==> src/logic/comb_cfg_pkg.sv <==
package comb_cfg_pkg;

  // Register indices; the bus byte address is the index times four
  localparam logic [11:0] IDX_SRC_RATIO_LOW  = 12'h478;
  localparam logic [11:0] IDX_SRC_RATIO_HIGH = 12'h479;
  localparam logic [11:0] IDX_COMB_BW        = 12'h47a;
  localparam logic [11:0] IDX_COMB_EN        = 12'h47b;
  localparam logic [11:0] IDX_STEP_LOW       = 12'h47c;
  localparam logic [11:0] IDX_STEP_MID       = 12'h47d;
  localparam logic [11:0] IDX_STEP_HIGH      = 12'h47e;
  localparam int          ADDR_SHIFT         = 2;
  localparam int          ADDR_W             = 14;

  // Reset values and the blend slope limit
  localparam logic [7:0] RST_SRC_RATIO_LOW  = 8'h1f;
  localparam logic [1:0] RST_SRC_RATIO_HIGH = 2'h2;
  localparam logic       RST_REDUCE_EN      = 1'h1;
  localparam logic [1:0] RST_LPF_SEL        = 2'h1;
  localparam logic [3:0] RST_BLEND_SLOPE    = 4'h8;
  localparam logic [3:0] MAX_BLEND_SLOPE    = 4'h8;
  localparam logic       RST_COMB_EN_BIT    = 1'h1;
  localparam logic [7:0] RST_STEP_LOW       = 8'h1f;
  localparam logic [7:0] RST_STEP_MID       = 8'h7c;
  localparam logic [3:0] RST_STEP_HIGH      = 4'h8;

  // Field positions
  localparam int POS_REDUCE_EN = 7;
  localparam int POS_LUMA_LPF  = 6;
  localparam int POS_CHROMA_LPF = 4;
  localparam int POS_CHECK     = 7;
  localparam int POS_C3        = 6;
  localparam int POS_C2        = 5;
  localparam int POS_RSV_RW4   = 4;
  localparam int POS_L3        = 2;
  localparam int POS_L2        = 1;
  localparam int POS_RSV_RW0   = 0;

  localparam logic [1:0] LPF_LOW      = 2'h0;
  localparam logic [1:0] LPF_MEDIUM   = 2'h1;
  localparam logic [1:0] LPF_HIGH     = 2'h2;
  localparam logic [1:0] LPF_RESERVED = 2'h3;

  typedef enum logic [1:0] {
    COMB_NONE,
    COMB_TWO_LINE,
    COMB_THREE_LINE
  } comb_choice_e;

  typedef struct packed {
    logic       luma_two_line_enable;
    logic       luma_three_line_enable;
    logic       chroma_two_line_enable;
    logic       chroma_three_line_enable;
    logic       adjacent_line_luma_check;
    logic       chroma_reduce_enable;
    logic [3:0] blend_slope;
    logic [1:0] luma_lowpass_bandwidth;
    logic [1:0] chroma_lowpass_bandwidth;
  } comb_ctrl_s;

endpackage

==> src/logic/cfg_byte_reg.sv <==
`timescale 1ns/1ps
// One byte of configuration storage with a writable-bit mask
module cfg_byte_reg
  import comb_cfg_pkg::*;
#(
  parameter logic [7:0] RESET_VALUE = 8'h00,
  parameter logic [7:0] WRITE_MASK  = 8'hff
) (
  input  wire logic       mclk_in,
  input  wire logic       resetn_in,
  input  wire logic       write_in,
  input  wire logic [7:0] wdata_in,
  output logic      [7:0] value_out
);

  always_ff @(posedge mclk_in) begin
    if (!resetn_in) begin
      value_out <= RESET_VALUE;
    end else if (write_in) begin
      value_out <= (wdata_in & WRITE_MASK) | (RESET_VALUE & ~WRITE_MASK);
    end
  end

endmodule

==> src/logic/comb_adapt_select.sv <==
`timescale 1ns/1ps
// Picks the comb depth among those software still allows
module comb_adapt_select
  import comb_cfg_pkg::*;
(
  input  wire logic         three_line_enable_in,
  input  wire logic         two_line_enable_in,
  input  wire logic         prefer_three_in,
  input  wire logic         prefer_two_in,
  output comb_choice_e      choice_out
);

  wire want_three = prefer_three_in && three_line_enable_in;
  wire want_two   = prefer_two_in && two_line_enable_in;

  // Three-line wins when both are allowed and wanted
  assign choice_out = want_three ? COMB_THREE_LINE : (want_two ? COMB_TWO_LINE : COMB_NONE);

endmodule

==> src/logic/comb_filter_dto_config.sv <==
`timescale 1ns/1ps
module comb_filter_dto_config
  import comb_cfg_pkg::*;
(
  input  wire logic              mclk_in,
  input  wire logic              resetn_in,
  input  wire logic              psel_in,
  input  wire logic              penable_in,
  input  wire logic              pwrite_in,
  input  wire logic [ADDR_W-1:0] paddr_in,
  input  wire logic [31:0]       pwdata_in,
  input  wire logic [3:0]        pstrb_in,
  input  wire logic              ntsc_mode_in,
  input  wire logic              adjacent_luma_only_in,
  input  wire logic              prefer_three_in,
  input  wire logic              prefer_two_in,
  input  wire logic [7:0]        comb_error_in,
  input  wire logic [7:0]        chroma_in,
  input  wire logic              chroma_combed_in,
  input  wire logic [7:0]        ratio_trim_in,
  output logic                   pready_out,
  output logic [31:0]            prdata_out,
  output logic                   pslverr_out,
  output logic [9:0]             src_ratio_out,
  output logic [19:0]            subcarrier_step_out,
  output logic [19:0]            phase_out,
  output comb_ctrl_s             ctrl_out,
  output comb_choice_e           chroma_comb_out,
  output comb_choice_e           luma_comb_out,
  output logic                   luma_check_active_out,
  output logic [7:0]             chroma_out
);

  // Bus decode
  wire [11:0] reg_index  = paddr_in[ADDR_W-1:ADDR_SHIFT];
  wire        access     = psel_in && penable_in;
  wire        write_lane = pwrite_in && pstrb_in[0];
  wire        word_ok    = paddr_in[1:0] == 2'h0;
  wire        hit_rlow   = reg_index == IDX_SRC_RATIO_LOW;
  wire        hit_rhigh  = reg_index == IDX_SRC_RATIO_HIGH;
  wire        hit_bw     = reg_index == IDX_COMB_BW;
  wire        hit_en     = reg_index == IDX_COMB_EN;
  wire        hit_slow   = reg_index == IDX_STEP_LOW;
  wire        hit_smid   = reg_index == IDX_STEP_MID;
  wire        hit_shigh  = reg_index == IDX_STEP_HIGH;
  wire        mapped     = word_ok && (hit_rlow || hit_rhigh || hit_bw || hit_en
                                       || hit_slow || hit_smid || hit_shigh);
  // One wait state: pready answers the edge after the first access edge
  wire        do_access  = access && !pready_out;
  wire        do_write   = do_access && mapped && write_lane;

  wire [7:0] ratio_low_q;
  wire [7:0] ratio_high_q;
  wire [7:0] bw_q;
  wire [7:0] en_q;
  wire [7:0] step_low_q;
  wire [7:0] step_mid_q;
  wire [7:0] step_high_q;

  localparam logic [7:0] RST_RHIGH = {RST_REDUCE_EN, 5'h00, RST_SRC_RATIO_HIGH};
  localparam logic [7:0] RST_BW    = {RST_LPF_SEL, RST_LPF_SEL, RST_BLEND_SLOPE};
  localparam logic [7:0] RST_EN    = {RST_COMB_EN_BIT, RST_COMB_EN_BIT, RST_COMB_EN_BIT, 1'h0,
                                      1'h0, RST_COMB_EN_BIT, RST_COMB_EN_BIT, 1'h0};

  cfg_byte_reg #(.RESET_VALUE(RST_SRC_RATIO_LOW), .WRITE_MASK(8'hff)) u_ratio_low (
    .mclk_in   (mclk_in),
    .resetn_in (resetn_in),
    .write_in  (do_write && hit_rlow),
    .wdata_in  (pwdata_in[7:0]),
    .value_out (ratio_low_q)
  );

  cfg_byte_reg #(.RESET_VALUE(RST_RHIGH), .WRITE_MASK(8'h83)) u_ratio_high (
    .mclk_in   (mclk_in),
    .resetn_in (resetn_in),
    .write_in  (do_write && hit_rhigh),
    .wdata_in  (pwdata_in[7:0]),
    .value_out (ratio_high_q)
  );

  cfg_byte_reg #(.RESET_VALUE(RST_BW), .WRITE_MASK(8'hff)) u_bw (
    .mclk_in   (mclk_in),
    .resetn_in (resetn_in),
    .write_in  (do_write && hit_bw),
    .wdata_in  (pwdata_in[7:0]),
    .value_out (bw_q)
  );

  cfg_byte_reg #(.RESET_VALUE(RST_EN), .WRITE_MASK(8'hf7)) u_en (
    .mclk_in   (mclk_in),
    .resetn_in (resetn_in),
    .write_in  (do_write && hit_en),
    .wdata_in  (pwdata_in[7:0]),
    .value_out (en_q)
  );

  cfg_byte_reg #(.RESET_VALUE(RST_STEP_LOW), .WRITE_MASK(8'hff)) u_step_low (
    .mclk_in   (mclk_in),
    .resetn_in (resetn_in),
    .write_in  (do_write && hit_slow),
    .wdata_in  (pwdata_in[7:0]),
    .value_out (step_low_q)
  );

  cfg_byte_reg #(.RESET_VALUE(RST_STEP_MID), .WRITE_MASK(8'hff)) u_step_mid (
    .mclk_in   (mclk_in),
    .resetn_in (resetn_in),
    .write_in  (do_write && hit_smid),
    .wdata_in  (pwdata_in[7:0]),
    .value_out (step_mid_q)
  );

  cfg_byte_reg #(.RESET_VALUE({4'h0, RST_STEP_HIGH}), .WRITE_MASK(8'h0f)) u_step_high (
    .mclk_in   (mclk_in),
    .resetn_in (resetn_in),
    .write_in  (do_write && hit_shigh),
    .wdata_in  (pwdata_in[7:0]),
    .value_out (step_high_q)
  );

  wire [7:0] read_byte = hit_rlow  ? ratio_low_q  :
                         hit_rhigh ? ratio_high_q :
                         hit_bw    ? bw_q         :
                         hit_en    ? en_q         :
                         hit_slow  ? step_low_q   :
                         hit_smid  ? step_mid_q   :
                         hit_shigh ? step_high_q  : 8'h00;

  always_ff @(posedge mclk_in) begin
    if (!resetn_in) begin
      pready_out  <= 1'b0;
      prdata_out  <= 32'h0000_0000;
      pslverr_out <= 1'b0;
    end else begin
      pready_out  <= do_access;
      pslverr_out <= do_access && !mapped;
      prdata_out  <= (do_access && mapped && !pwrite_in) ? {24'h00_0000, read_byte} : 32'h0000_0000;
    end
  end

  // Control fields decoded from storage
  comb_ctrl_s next_ctrl;
  assign next_ctrl.chroma_reduce_enable     = ratio_high_q[POS_REDUCE_EN];
  assign next_ctrl.luma_lowpass_bandwidth   = bw_q[POS_LUMA_LPF +: 2];
  assign next_ctrl.chroma_lowpass_bandwidth = bw_q[POS_CHROMA_LPF +: 2];
  assign next_ctrl.blend_slope              = (bw_q[3:0] > MAX_BLEND_SLOPE) ? MAX_BLEND_SLOPE : bw_q[3:0];
  assign next_ctrl.adjacent_line_luma_check = en_q[POS_CHECK];
  assign next_ctrl.chroma_three_line_enable = en_q[POS_C3];
  assign next_ctrl.chroma_two_line_enable   = en_q[POS_C2];
  assign next_ctrl.luma_three_line_enable   = en_q[POS_L3];
  assign next_ctrl.luma_two_line_enable     = en_q[POS_L2];

  comb_choice_e next_chroma_comb;
  comb_choice_e next_luma_comb;

  comb_adapt_select u_chroma_sel (
    .three_line_enable_in (next_ctrl.chroma_three_line_enable),
    .two_line_enable_in   (next_ctrl.chroma_two_line_enable),
    .prefer_three_in      (prefer_three_in),
    .prefer_two_in        (prefer_two_in),
    .choice_out           (next_chroma_comb)
  );

  comb_adapt_select u_luma_sel (
    .three_line_enable_in (next_ctrl.luma_three_line_enable),
    .two_line_enable_in   (next_ctrl.luma_two_line_enable),
    .prefer_three_in      (prefer_three_in),
    .prefer_two_in        (prefer_two_in),
    .choice_out           (next_luma_comb)
  );

  wire next_check = next_ctrl.adjacent_line_luma_check && ntsc_mode_in && adjacent_luma_only_in;

  wire [15:0] atten_prod   = 16'(chroma_in) * 16'(comb_error_in);
  wire [7:0]  atten_amount = atten_prod[15:8];
  wire        reduce_now   = next_ctrl.chroma_reduce_enable && !chroma_combed_in;
  wire [7:0]  next_chroma  = reduce_now ? chroma_in - atten_amount : chroma_in;

  wire [9:0]  next_ratio = {ratio_high_q[1:0], ratio_low_q};
  wire [19:0] next_step  = {step_high_q[3:0], step_mid_q, step_low_q};
  // device trims rate; oscillator runs on programmed step
  wire [19:0] next_phase = phase_out + next_step;

  always_ff @(posedge mclk_in) begin
    if (!resetn_in) begin
      src_ratio_out         <= {RST_SRC_RATIO_HIGH, RST_SRC_RATIO_LOW};
      subcarrier_step_out   <= {RST_STEP_HIGH, RST_STEP_MID, RST_STEP_LOW};
      phase_out             <= 20'h0_0000;
      ctrl_out              <= '0;
      chroma_comb_out       <= COMB_NONE;
      luma_comb_out         <= COMB_NONE;
      luma_check_active_out <= 1'b0;
      chroma_out            <= 8'h00;
    end else begin
      src_ratio_out         <= next_ratio + {2'h0, ratio_trim_in};
      subcarrier_step_out   <= next_step;
      phase_out             <= next_phase;
      ctrl_out              <= next_ctrl;
      chroma_comb_out       <= next_chroma_comb;
      luma_comb_out         <= next_luma_comb;
      luma_check_active_out <= next_check;
      chroma_out            <= next_chroma;
    end
  end

  // Assertions
  reset_values_a: assert property (@(posedge mclk_in)
    $rose(resetn_in) |-> subcarrier_step_out == 20'h87c1f)
    else $error("step reset value wrong");

  three_chroma_a: assert property (@(posedge mclk_in) disable iff (!resetn_in)
    !en_q[POS_C3] |=> chroma_comb_out != COMB_THREE_LINE)
    else $error("disabled chroma three-line chosen");

  two_chroma_a: assert property (@(posedge mclk_in) disable iff (!resetn_in)
    (!en_q[POS_C2] && !prefer_three_in) |=> chroma_comb_out == COMB_NONE)
    else $error("disabled chroma two-line chosen");

  three_luma_a: assert property (@(posedge mclk_in) disable iff (!resetn_in)
    !en_q[POS_L3] |=> luma_comb_out != COMB_THREE_LINE)
    else $error("disabled luma three-line chosen");

  two_luma_a: assert property (@(posedge mclk_in) disable iff (!resetn_in)
    (!en_q[POS_L2] && !prefer_three_in) |=> luma_comb_out == COMB_NONE)
    else $error("disabled luma two-line chosen");

  ntsc_check_a: assert property (@(posedge mclk_in) disable iff (!resetn_in)
    !ntsc_mode_in |=> !luma_check_active_out)
    else $error("luma check outside NTSC");

  slope_range_a: assert property (@(posedge mclk_in) disable iff (!resetn_in)
    (bw_q[3:0] <= MAX_BLEND_SLOPE) |=> ctrl_out.blend_slope == $past(bw_q[3:0]))
    else $error("blend slope not passed through");

  slope_clamp_a: assert property (@(posedge mclk_in) disable iff (!resetn_in)
    (bw_q[3:0] > MAX_BLEND_SLOPE) |=> ctrl_out.blend_slope == MAX_BLEND_SLOPE)
    else $error("blend slope not clamped");

  reserved_zero_a: assert property (@(posedge mclk_in) disable iff (!resetn_in)
    ratio_high_q[6:2] == 5'h00 && en_q[3] == 1'b0 && step_high_q[7:4] == 4'h0)
    else $error("read-zero bit set");

  step_write_a: assert property (@(posedge mclk_in) disable iff (!resetn_in)
    (do_write && hit_smid) |=> ##1 subcarrier_step_out[15:8] == $past(pwdata_in[7:0], 2))
    else $error("middle step byte not applied");

  unreduced_a: assert property (@(posedge mclk_in) disable iff (!resetn_in)
    (chroma_combed_in || !ratio_high_q[POS_REDUCE_EN]) |=> chroma_out == $past(chroma_in))
    else $error("combed chroma altered");

  reduce_scale_a: assert property (@(posedge mclk_in) disable iff (!resetn_in)
    (reduce_now && comb_error_in[7] && chroma_in[7]) |=> chroma_out < $past(chroma_in))
    else $error("uncombed chroma not reduced");

  lpf_select_a: assert property (@(posedge mclk_in) disable iff (!resetn_in)
    1'b1 |=> ctrl_out.luma_lowpass_bandwidth == $past(bw_q[7:6])
             && ctrl_out.chroma_lowpass_bandwidth == $past(bw_q[5:4]))
    else $error("bandwidth select not applied");

  ratio_bits_a: assert property (@(posedge mclk_in) disable iff (!resetn_in)
    (ratio_trim_in == 8'h00) |=> src_ratio_out == $past({ratio_high_q[1:0], ratio_low_q}))
    else $error("ratio bytes not assembled");

  luma_check_a: assert property (@(posedge mclk_in) disable iff (!resetn_in)
    (en_q[POS_CHECK] && ntsc_mode_in && adjacent_luma_only_in) |=> luma_check_active_out)
    else $error("luma check not raised");

  apb_ready_a: assert property (@(posedge mclk_in) disable iff (!resetn_in)
    (psel_in && penable_in && !pready_out) |=> pready_out)
    else $error("access not answered");

  write_cov: cover property (@(posedge mclk_in) do_write);
  unmapped_cov: cover property (@(posedge mclk_in) pslverr_out);
  reduce_cov: cover property (@(posedge mclk_in) resetn_in && reduce_now && comb_error_in != 8'h00);
  clamp_cov: cover property (@(posedge mclk_in) resetn_in && bw_q[3:0] > MAX_BLEND_SLOPE);

endmodule

==> config.mk <==
export PLATFORM = sky130hd
export DESIGN_NAME = comb_filter_dto_config
export DESIGN_NICKNAME = d
export VERILOG_FILES = /design/src/logic/comb_cfg_pkg.sv /design/src/logic/cfg_byte_reg.sv /design/src/logic/comb_adapt_select.sv /design/src/logic/comb_filter_dto_config.sv
export SDC_FILE = /design/constraint.sdc
export NUM_CORES = 1
export LEC_CHECK = 0
export BUFFER_PORTS_ARGS = -buffer_cell sky130_fd_sc_hd__clkbuf_2
export CAP_MARGIN = 15
export CORE_MARGIN = 2
export CORE_UTILIZATION = 49
export CTS_BUF_LIST = sky130_fd_sc_hd__clkbuf_16
export CTS_CLUSTER_SIZE = 25
export DETAILED_ROUTE_END_ITERATION = 10
export PLACE_DENSITY = 0.77
export SYNTH_ARGS = -nofsm -noshare
export SYNTH_HDL_FRONTEND = slang
export SYNTH_SLANG_ARGS = --single-unit
==> constraint.sdc <==
create_clock -name mclk_in -period 6.1 [get_ports mclk_in]
set_input_delay 0.61 -clock mclk_in [delete_from_list [all_inputs] [get_ports mclk_in]]
set_output_delay 0.61 -clock mclk_in [all_outputs]
set_load 0.01 [all_outputs]
### Word level (Yosys, flattened, before mapping)

Index checks and enable logic that the tools add are counted.

* register bits: 157
* output and inout port bits: 111
* logic and storage cells: 93

* add/subtract/negate cells: 3
* multiply operators: 1
* order comparisons: 1
* equality and inequality tests: 7
* multiplexer cells: 13
* bitwise operators: 1
* reductions and logical operators: 37

Operators by type and width (number)
* equality test 12 x 11 -> 1 bit, second input constant: 7
* two-way mux 8 bit: 7
* logical AND 1 bit: 22
* adder 20 bit: 1
* multiplier 8 x 8 -> 16 bit: 1
* adder 10 x 8 -> 10 bit: 1
* two-way mux 4 bit: 2
* subtractor 8 bit: 1
* logical OR 1 bit: 6
* OR reduction 2 bit: 3
* greater-than comparator 4 bit, second input constant: 1
* logical NOT 1 bit: 4
* two-way mux 2 bit: 2
* logical NOT 2 bit: 1
* two-way mux 1 bit: 2
* AND reduction 2 bit: 1
* inverter 1 bit: 1

### Logic depth before layout (Yosys ltp)

* depth after elaboration: 11
* gate-level depth with buffers: 26
* depth with buffers taken out: 26

### By module

Synthesis repeated with hierarchy kept, for this count alone.

* cells, all modules: 890
* area total of the unflattened synthesis: 8289.2 um2

Modules (own cells, without submodules)
* comb_filter_dto_config: times used 1, cells an instance 725, area each 6485.0 um2, sequential area each 1741.7 um2
* cfg_byte_reg (u_ratio_low ...): times used 3, cells an instance 25, area each 289.0 um2, sequential area each 160.2 um2
* cfg_byte_reg (u_bw): times used 1, cells an instance 25, area each 294.0 um2, sequential area each 160.2 um2
* cfg_byte_reg (u_en): times used 1, cells an instance 24, area each 264.0 um2, sequential area each 140.1 um2
* cfg_byte_reg (u_step_high): times used 1, cells an instance 18, area each 181.4 um2, sequential area each 80.1 um2
* cfg_byte_reg (u_ratio_high): times used 1, cells an instance 15, area each 145.1 um2, sequential area each 60.1 um2
* comb_adapt_select: times used 2, cells an instance 4, area each 26.3 um2, sequential area each 0.0 um2

### Worst setup path after synthesis

Ideal clock, no wire load.

* path type: input to register
* start point: input chroma_in[1]
* end point: register chroma_out[7]
* setup time: 70 ps
* arrival: 5774 ps
* setup slack: 256 ps
* stages: 25
* path buffers: 0
* cell sequence: and2_1 > fa_1 > fa_1 > inv_1 > fa_1 > inv_1 > fa_1 > ha_1 > or3_1 > a31oi_2 > nor3_1 > nor2_1 > nor2b_1 > nor2_1 > xnor2_1 > inv_1 > ha_1 > nor2b_1 > o21ai_0 > a21oi_1 > o41ai_1 > xnor2_1 > xnor2_1 > or3_1 > a21boi_1

* word-level cells in the longest chain between the ends: 3

RTL lines
* from (decl): RTL line comb_filter_dto_config.sv:18 `input wire logic [7:0] chroma_in,`
* multiplier 8 x 8 -> 16 bit: RTL line comb_filter_dto_config.sv:174 `wire [15:0] atten_prod = 16'(chroma_in) * 16'(comb_error_in);`
* subtractor 8 bit *: RTL line comb_filter_dto_config.sv:177 `wire [7:0] next_chroma = reduce_now ? chroma_in - atten_amount : chroma_in;`
* two-way mux 8 bit *: RTL line comb_filter_dto_config.sv:177
* to (signal assigned): RTL line comb_filter_dto_config.sv:202 `chroma_out <= next_chroma;`
* to (decl): RTL line comb_filter_dto_config.sv:31 `output logic [7:0] chroma_out`

Every way passes the cells marked *; elsewhere a longest branch is shown, timed or not.
A chain may end at the register's enable or synchronous reset.

### Worst setup path after layout

Same ends and word-level chain as after synthesis.

==> results.yml <==
worst_hold_path:
  hold_class: "in2reg"
  hp-start: "prefer_three_in"
  min_path_cells: 2
  min_to: "luma_comb_out[0]"
clocking:
  cts_buffers: 17
  clk_pin_slew_ns: 0.06
  clock_latency_ns: 0.42
  root_buffer: "clkbuf_16"
  tritoncts: "yes"
  clock_path_buffers: 2
  cts_htree_levels: 4
  cts_sinks: 133
worst_setup_path:
  cp_slowest_stage_delay_ns: 0.54
  crit_top_cell: "fa_1"
  crit_slowest_cell: "fa_1"
  crit_buf_inv: 4
  worstSetupStartpointType: "primary input"
  crit_type: "in2reg"
  cp.arrival_ns: 6.08
  r2r-end: "phase_out[18]"
  startpoint: "chroma_in[1]"
  crit_required_ns: 6.46
  r2r_cells: 11
  r2r-start: "u_step_low.value_out[0]"
  path_max_fanout: 3
  cp_top_family: "adder cells"
  end_kind: "flop"
  reg2reg_slack_ns: 3.14
grt:
  gr-total-overflow: 0
  grt_max_degree: 79
  grt_pass1_vias: 6242
  grt_pass1_wl_um: 30590
  antenna_found_initial: 0
  grt_usage_pct: 21.81
finish:
  final_core_util_pct: 60.47
  nets: 1229
  drive_gt1_share_pct: 21.65
  instances_no_fill: 1269
  antenna_cells: 0
  area_delta_synth_final_pct: 20.43
  design_area_um2: 9641
timing:
  worst-slew-pin-transition_ns: 0.8503
  min_period_ns: 5.724
  setup_viol: 0
  relSlewSlack_pct: 42.93
  tns_ns: 0
  holdWs_ns: 0.4075
  slew_violations: 0
  fmax_ghz: 0.1747
  fin_ws_ns: 0.3755
  min_period_over_period_pct: 93.84
  hold_violations: 0
  finClkSkew_ns: 0.006509
floorplan:
  die_y_um: 131.8
  ios: 195
  dieArea_um2: 17380
  num_rows: 46
  start_util_pct: 50.21
  coreArea_um2: 15940
  dieWidth_um: 131.8
routing:
  drt_iter0_markers: 327
  wl_per_cell_um: 14.85
  vias: 6528
  routed_via_density: 5.144
  ant_nets: 0
  drc: 0
  wl_um: 18840
  dr.pass1.iters: 5
synth:
  synth-async-reset-ratio_pct: 0
  synth_area_um2: 8005
  synthCells: 870
  ys_ff_latch: 133
  seq_area_frac_synth_pct: 33.26
  synth_edf_count: 0
  ys_types: 59
  ys_warn_count: 0
  synth-main-ff-cell: "dfxtp_1"
  synth.avg_cell_area_um2: 9.201
pwr:
  p_per_area_nw_per_um2: 329.0
  p_leak_nw: 4.696
  power.total_mw: 3.172
  peakVddDrop_uv: 286.0
placement:
  place_inst: 1237
  placed_area_um2: 9057
  place_congestion: 0.8691
  dp_worst_setup_slack_ns: -0.1371
  portBuffers: 143
  hpwl_um: 14490
run_status:
  status: "finished, final reports clean"
job:
  drv_cap: 0
[cell usage in the layout (no fill, tap or decap), drive strengths merged, types with 23 or more instances in the layout]
cell | synthesis | layout
dfxtp | 133 | 133
buf | 29 | 37
inv | 56 | 64
and2 | 86 | 86
mux2i | 30 | 30
fa | 38 | 38
conb | 1 | 24
ha | 67 | 67
clkbuf | 22 | 159
o21ai | 31 | 31
a21oi | 23 | 23
nand3 | 41 | 41
nand2 | 92 | 92
nor2 | 36 | 36
[where the power goes]
part           internal [mW]  switching (mW)
Clock                  0.537           0.426
Sequential             0.928          0.0275
Combinational          0.607           0.647
[worst max-delay path by stage]
stage	end	depth (start not counted)	slack [ns]
5_1_grt	chroma_out[7]	26	-0.05
3_5_place_dp	chroma_out[7]	26	-0.14
3_3_place_gp	chroma_out[7]	26	-0.06
4_1_cts	chroma_out[7]	26	0.28
2_1_floorplan	chroma_out[7]	25	0.26
6_report	chroma_out[7]	26	0.38
[what timing repair did]
action / 4_1_cts / 5_1_grt
setup endpoints to repair: 0 / 1
setup buffers: 0 / 0
resized for setup: 0 / 5
hold buffers: 0 / 0
[metal layers]
| layer | up-vias | GRT usage [%] | part of all wire [%] |
|---|---|---|---|
| li1 | 3228 | - | - |
| met1 | 3064 | 28.74 | 46 |
| met2 | 213 | 35.83 | 47 |
| met3 | 23 | 5.229 | 5.7 |
| met4 | 0 | 6.220 | 1.6 |
| met5 | - | 0 | 0 |
[Yosys cell counts, types with 2 or more instances]
master | n | area share [%]
nand2_1 | 91 | 4.3
xnor2_1 | 17 | 1.9
a22o_1 | 3 | 0.33
mux2_2 | 4 | 0.56
a222oi_1 | 4 | 0.50
clkbuf_1 | 22 | 1.0
a21oi_1 | 23 | 1.4
and2b_1 | 2 | 0.19
nor3_1 | 12 | 0.75
and2_1 | 86 | 6.7
and4b_1 | 2 | 0.25
buf_1 | 3 | 0.14
a211oi_1 | 7 | 0.66
a21o_1 | 8 | 0.75
nor2_1 | 36 | 1.7
o21ai_0 | 30 | 1.9
o21bai_1 | 3 | 0.28
nor2b_1 | 22 | 1.7
a221oi_1 | 4 | 0.44
nor4_4 | 2 | 0.53
a21boi_0 | 15 | 1.4
nand3_1 | 41 | 2.6
fa_1 | 38 | 9.5
inv_1 | 56 | 2.6
xor2_1 | 11 | 1.2
and3_1 | 14 | 1.1
o21a_1 | 6 | 0.56
dfxtp_1 | 133 | 33
nand2b_1 | 21 | 1.6
buf_4 | 24 | 2.3
mux2i_1 | 30 | 3.8
and3b_1 | 3 | 0.33
or3_1 | 5 | 0.39
ha_1 | 67 | 10
[cell families after synthesis]
| group | Yosys count | share of synthesized area [%] |
|---|---|---|
| DFF | 133 | 33.26 |
| muxes | 35 | 4.595 |
| adders and majority gates | 105 | 19.97 |
| and+or+nand+nor | 341 | 22.52 |
| buffers and inverters | 107 | 6.252 |
| AOI/OAI and AO/OA | 120 | 10.28 |
| xor gates and xnor gates | 28 | 3.063 |
| other | 1 | 0.04684 |
[flip-flops by register name, indices dropped and copies added (netlist names)]
signal / cells
chroma_comb_out: 2
chroma_out: 8
ctrl_out: 14
luma_check_active_out: 1
luma_comb_out: 2
phase_out: 20
prdata_out: 8
pready_out: 1
pslverr_out: 1
src_ratio_out: 10
subcarrier_step_out: 20
u_bw.value_out: 8
u_en.value_out: 7
u_ratio_high.value_out: 3
u_ratio_low.value_out: 8
u_step_high.value_out: 4
u_step_low.value_out: 8
u_step_mid.value_out: 8
[area by class of cell]
class | instances | area (µm²)
clock inverter | 15 | 140.1
multi-input combinational | 653 | 4946
clock buffer | 17 | 425.4
tap | 216 | 270.3
timing repair buffer | 179 | 985.9
sequential | 133 | 2663
fill | 1339 | 6302
inverter | 56 | 210.2
(Power assumes the default switching activity.)
